## config.mk

```make
export PLATFORM = sky130hd
export DESIGN_NAME = ubm_multiplier
export DESIGN_NICKNAME = d
export VERILOG_FILES = /design/src/ubm_pkg.sv /design/src/ubm_multiplier.sv /design/src/ubm_product_reg.sv
export SDC_FILE = /design/constraint.sdc
export NUM_CORES = 1
export LEC_CHECK = 0
export CORE_ASPECT_RATIO = 0.75
export CORE_MARGIN = 2
export CORE_UTILIZATION = 40
export CTS_CLUSTER_DIAMETER = 40
export DETAILED_ROUTE_END_ITERATION = 8
export DONT_BUFFER_PORTS = 1
export PLACE_DENSITY = 0.59
export SLEW_MARGIN = 30
export SYNTH_ARGS = -nofsm -noshare
export SYNTH_HDL_FRONTEND = slang
export SYNTH_SLANG_ARGS = --single-unit
```

## constraint.sdc

```tcl
create_clock -name i_clk -period 3.9 [get_ports i_clk]
set_clock_uncertainty 0.15 [all_clocks]
set_input_delay 0.195 -clock i_clk [delete_from_list [all_inputs] [get_ports i_clk]]
set_output_delay 0.195 -clock i_clk [all_outputs]
set_load 0.005 [all_outputs]
```

## src/ubm_pkg.sv

```systemverilog
/*
  package for the unsigned byte multiplier: widths, cycle counts, carriers.
  assumes a single core clock; nothing here is clocked.
*/
package ubm_pkg;
  localparam int          UBM_BYTE_W      = 8;
  localparam int          UBM_PROD_W      = 16;
  localparam int          UBM_MUL_CYCLES  = 4;
  localparam logic [1:0]  UBM_CNT_RST     = 2'h0;
  localparam logic [1:0]  UBM_CNT_LAST    = 2'h3;
  localparam logic [7:0]  UBM_BYTE_RST    = 8'h00;
  localparam logic [7:0]  UBM_BYTE_MAX    = 8'hFF;
  localparam logic [15:0] UBM_PROD_RST    = 16'h0000;

  typedef struct packed {
    logic [7:0] acc;
    logic [7:0] aux;
  } ubm_operand_type;

  typedef struct packed {
    logic [7:0] acc;
    logic [7:0] aux;
    logic       ov;
    logic       cy;
  } ubm_result_type;
endpackage : ubm_pkg

```

## src/ubm_multiplier.sv

```systemverilog
/*
  byte multiply execution unit of the cpu core.
  assumes the sequencer holds operands valid in the cycle the request is taken (start) and
  writes back the results to acc, aux register and flags on o_done.
*/
// Function
// - unsigned 8x8 operands, full 16-bit product
// - product low byte goes to accumulator
// - product high byte replaces auxiliary register
// - overflow set iff high byte nonzero
// - carry always cleared
`timescale 1ns/1ps
module ubm_multiplier
  import ubm_pkg::*;
(
  input  wire logic            i_clk,
  input  wire logic            i_resetn,
  input  wire logic            i_byte_multiply_op,
  input  wire ubm_operand_type i_opnd,
  output logic                 o_busy,
  output logic                 o_done,
  output ubm_result_type       o_res
);
  // ------------------------------------------------------------------
  // sequencing
  // ------------------------------------------------------------------
  typedef enum logic {UBM_IDLE, UBM_RUN} ubm_state_type;

  // state decode shared by the sequencer, the busy flag and the checks
  function automatic logic ubm_in_run(input ubm_state_type st);
    return (st == UBM_RUN);
  endfunction : ubm_in_run

  ubm_state_type  state_q;
  ubm_state_type  state_d;
  logic [1:0]     cnt_q;
  logic [1:0]     cnt_d;
  logic           done_q;
  logic           done_d;
  ubm_result_type res_q;
  ubm_result_type res_d;
  logic [15:0]    prod;
  wire            start   = (state_q == UBM_IDLE) && i_byte_multiply_op;
  wire            last    = ubm_in_run(state_q) && (cnt_q == UBM_CNT_LAST);

  // a request while busy is ignored; the sequencer never overlaps ops
  always_comb begin
    state_d = state_q;
    cnt_d   = cnt_q;
    case (state_q)
      UBM_IDLE: begin
        cnt_d = UBM_CNT_RST;
        if (i_byte_multiply_op) begin
          state_d = UBM_RUN;
        end
      end
      UBM_RUN: begin
        cnt_d = 2'(cnt_q + 2'h1);
        if (last) begin
          state_d = UBM_IDLE;
        end
      end
      default: begin
        state_d = UBM_IDLE;
        cnt_d   = UBM_CNT_RST;
      end
    endcase
  end

  // ------------------------------------------------------------------
  // datapath
  // ------------------------------------------------------------------
  // product sampled at start so operand changes later cannot leak in
  ubm_product_reg u_prod (
    .i_clk    (i_clk),
    .i_resetn (i_resetn),
    .i_load   (start),
    .i_opnd   (i_opnd),
    .o_prod   (prod)
  );

  wire [7:0] prod_lo = prod[7:0];
  wire [7:0] prod_hi = prod[15:8];

  always_comb begin
    res_d = res_q;
    if (last) begin
      res_d.acc = prod_lo;
      res_d.aux = prod_hi;
      res_d.ov  = (prod_hi != UBM_BYTE_RST);
      res_d.cy  = 1'b0;
    end
  end
  assign done_d = last;

  always_ff @(posedge i_clk or negedge i_resetn) begin
    if (!i_resetn) begin
      state_q <= UBM_IDLE;
      cnt_q   <= UBM_CNT_RST;
      done_q  <= 1'b0;
      res_q   <= '0;
    end else begin
      state_q <= state_d;
      cnt_q   <= cnt_d;
      done_q  <= done_d;
      res_q   <= res_d;
    end
  end

  // busy registered: high the cycle after start, low after the last
  logic busy_q;
  always_ff @(posedge i_clk or negedge i_resetn) begin
    if (!i_resetn) begin
      busy_q <= 1'b0;
    end else begin
      busy_q <= ubm_in_run(state_d);
    end
  end

  assign o_busy = busy_q;
  assign o_done = done_q;
  assign o_res  = res_q;

  // ------------------------------------------------------------------
  // checking helpers
  // ------------------------------------------------------------------
  // counts running cycles so the four-cycle span is checked without long repetitions;
  // read by the assertions only, nothing in the datapath depends on it
  logic [3:0]     span_q;
  logic [3:0]     span_d;
  wire            running = ubm_in_run(state_q);

  assign span_d = running ? 4'(span_q + 4'h1) : 4'h0;

  always_ff @(posedge i_clk or negedge i_resetn) begin
    if (!i_resetn) begin
      span_q <= '0;
    end else begin
      span_q <= span_d;
    end
  end
endmodule : ubm_multiplier

```

## src/ubm_product_reg.sv

```systemverilog
/*
  registered 8x8 unsigned product stage.
  assumes operands are stable in the cycle i_load is high.
*/
`timescale 1ns/1ps
module ubm_product_reg
  import ubm_pkg::*;
(
  input  wire logic            i_clk,
  input  wire logic            i_resetn,
  input  wire logic            i_load,
  input  wire ubm_operand_type i_opnd,
  output logic [15:0]          o_prod
);
  logic [15:0] prod_d;
  logic [15:0] prod_q;

  // full-width product, no truncation
  assign prod_d = UBM_PROD_W'(i_opnd.acc) * UBM_PROD_W'(i_opnd.aux);
  assign o_prod = prod_q;

  always_ff @(posedge i_clk or negedge i_resetn) begin
    if (!i_resetn) begin
      prod_q <= UBM_PROD_RST;
    end else if (i_load) begin
      prod_q <= prod_d;
    end
  end
endmodule : ubm_product_reg

```

==> results.toml <==
[status]
outcome = "completed"

[drt]
wl_per_cell_um = 13.93
antenna_left = 0
drc_errors = 0
drt_iter0_markers = 87
num_vias = 2317
dr.pass1.iters = 4
wl_um = 6507
viasPerCell = 4.961

[job]
maxCapViolations = 0

[critical_path]
critical_path.cell_chain = "and2_1 -> fa_1 -> inv_1 -> fa_1 -> inv_1 -> fa_1 -> inv_1 -> fa_1 -> inv_1 -> ha_4 -> o211ai_1 -> o211ai_2 -> a31oi_1 -> xor2_1 -> o21ai_1"
cp_max_fo = 8
path_buf_inv = 4
cp.arrival_ns = 3.64
critPathTopFamily = "adder cells"
end_kind = "register"
critical-path-max-stage-delay_ns = 0.54
crit_path_top_delay_cell = "fa_1"
cp-start-kind = "input port"
cp.depth = 15
reg2reg_depth = 4
cp.required_ns = 3.88
critPathKind = "input port to register"

[layout]
layout-drive-gt1-share_pct = 11.14
fillCellCount = 767
mostFrequentLayoutCell = "inv_1"
final-instance-count-excl-fill = 467
area_growth_pct = 11.72
register_area_sq_um = 925.9
num_antenna_cells = 0
stdcell_area_sq_um = 3830
utilization_pct = 45.69
nets = 450
multi_input_area_sq_um = 2303
final_cell_mix = "inv_1, and2_1, nand2_1, dfrtp_1"

[synthesis]
syn_avg_cell_area_sq_um = 9.937
syn_inst = 345
synth_cell_types = 36
syn-cell-area_sq_um = 3428
synth_top_area_share_pct = 27.01
yosysTopAreaCell = "dfrtp_1"
ys_seq_elements = 37
synthTopCellsByArea = "dfrtp_1, fa_1, ha_1"
yosys_warnings = 0
synth_nets = 437
yosysSeqAreaShare_pct = 27.01

[grt]
met1_usage_pct = 21.11
antenna_found_initial = 0
grt_use_total_pct = 14.70
top_usage_layer = "met2"
grt_pass1_vias = 2305
grt-ovfl-total = 0
met2_usage_pct = 22.76
grt_pass1_wl_um = 11210
grt_max_degree = 38
grt_util_met3_pct = 4.404

[timing]
setup_violations = 0
slew_viol_final = 0
maxSlewHeadroom_pct = 48.06
period_minus_slack_ns = 3.659
fin_ws_ns = 0.2414
hold_viol = 0
grt_setup_unrepaired = "false"
fin_crit_sh_pct = 93.81
worst_pin_slew_ns = 0.7772
fmax_mhz = 273.3

[power]
pwr_density_cell_nw_per_um2 = 597.3
power.leakage_nw = 1.948
seq_power_share_pct = 30.1
irDropWorstVdd_mv = 0.2803
comb_power_share_pct = 50.0
total_power_w = 0.002288
p_int_w = 0.001410
clockPowerShare_pct = 19.9
power.switching_w = 0.0008775
p_sw_share_pct = 38.36

[placement]
postPlaceCellArea_sq_um = 3592
pre_cts_slack_ns = -0.1906
gp_congestion = 0.7943
io_buffers = 0
hpwlAfterDp_um = 5339
place_inst = 455

[clock_network]
tritoncts.num_buffers = 5
cts_tree = "yes"
clock_latency_ns = 0.28
clkSlewWorstSetupHoldPaths_ns = 0.06
cts.sinks = 37
root_buffer = "clkbuf_16"
clock_path_buffers = 2
cts_max_level = 2

[floorplan]
core_sq_um = 8382
ios = 39
initial_core_util_pct = 40.90
die_x_um = 110.9
die_h_um = 84.18
dieArea_sq_um = 9335
num_rows = 29

[min_path]
min_path_cells = 4
hold_path_class = "input port to register"
==> final timing paths <==
check	from	slack, ns	endpoint
max reg2reg	o_busy	1.98	u_prod.o_prod[0]
min	i_opnd[1]	0.11	u_prod.o_prod[1]
min reg2reg	cnt_q[0]	0.29	cnt_q[0]
min in group asynchronous	i_resetn	0.23	u_prod.o_prod[10]
max	i_opnd[4]	0.24	u_prod.o_prod[14]
max in group asynchronous	i_resetn	3.19	o_res[3]
==> metrics by stage <==
| stage | setup TNS, ns | hold WS (ns) |
|---|---|---|
| CTS | 0 | 0.1134 |
| global route | 0 | 0.1619 |
| global placement | -0.3565 | -0.2487 |
| floorplan | 0 | -0.2506 |
| detailed placement | -0.8329 | -0.2488 |
| finish | 0 | 0.1075 |
==> power groups by stage <==
| stage | registers [W] | clock network, W | logic (W) |
|---|---|---|---|
| floorplan | 0.000652 | 0 | 0.000850 |
| global placement | 0.000697 | 0 | 0.00110 |
| detailed placement | 0.000701 | 0 | 0.00112 |
| CTS | 0.000695 | 0.000462 | 0.00114 |
| global route | 0.000718 | 0.000481 | 0.00133 |
| finish | 0.000688 | 0.000455 | 0.00114 |
==> sequential cells by signal (all words and copies together), names as in the netlist <==
register / cells
o_done: 1
o_busy: 1
cnt_q: 2
o_res: 17
u_prod.o_prod: 16
==> cell type report <==
type / count / share of cell area [%]
well taps: 108 / 3.528
repair buffers: 10 / 2.483
clock inverters: 3 / 1.209
flip-flops and latches: 37 / 24.18
multi-input cells: 251 / 60.14
inverters: 53 / 5.194
clock buffers: 5 / 3.267
==> Yosys cell counts <==
cell type and count:
clkbuf_1 2, nand3_1 2, a21o_1 5, nor4_1 2, xnor2_1 1, nor3_1 1, o31ai_2 1, mux2_2 16
a31oi_1 5, o21ai_0 11, buf_2 1, ha_1 37, a21oi_1 8, buf_4 1, nand2b_1 2, o21a_1 1
conb_1 1, nor2_1 4, nor2b_1 2, fa_1 36, a21boi_0 1, inv_1 53, xor2_1 8, nand2_1 47
o2111a_1 1, o31ai_1 1, dfrtp_1 37, o211ai_2 2, o21ai_1 2, and2_1 47, nand4_1 1, a31o_2 1
a211oi_1 1, a21oi_2 2, and3_1 1, o211ai_1 1
==> cells by family (layout without fill, tap and decap cells) <==
group / Yosys count / count (layout) / share of synthesized area (%)
muxes: 16 / 16 / 5.255
buffers and inverters: 57 / 71 / 6.387
other: 1 / 1 / 0.1094
DFF: 37 / 37 / 27.01
xor gates and xnor gates: 9 / 9 / 2.299
adders and majority gates: 73 / 73 / 34.53
and+or+nand+nor: 109 / 109 / 16.06
AOI/OAI and AO/OA: 43 / 43 / 8.358
==> tightest hold or removal path: stages <==
cell and delay (ns):
and2_1 0.10, ha_1 0.12, nand2_1 0.04, nand2_1 0.05
==> what timing repair did <==
| item | CTS | global route |
|---|---|---|
| setup endpoints to repair | 0 | 4 |
| setup buffers | 0 | 0 |
| resized for setup | 0 | 2 |
| hold buffers | 4 | 0 |
| endpoints found under the hold margin | 38 | 0 |
==> metal layers <==
metal  wire [um]  share of wire [%]
met5           0                  0
met4          17               0.26
met3         344                5.3
met2        2976                 46
met1        3170                 49
Note: power is estimated with default switching activity, not from simulation.
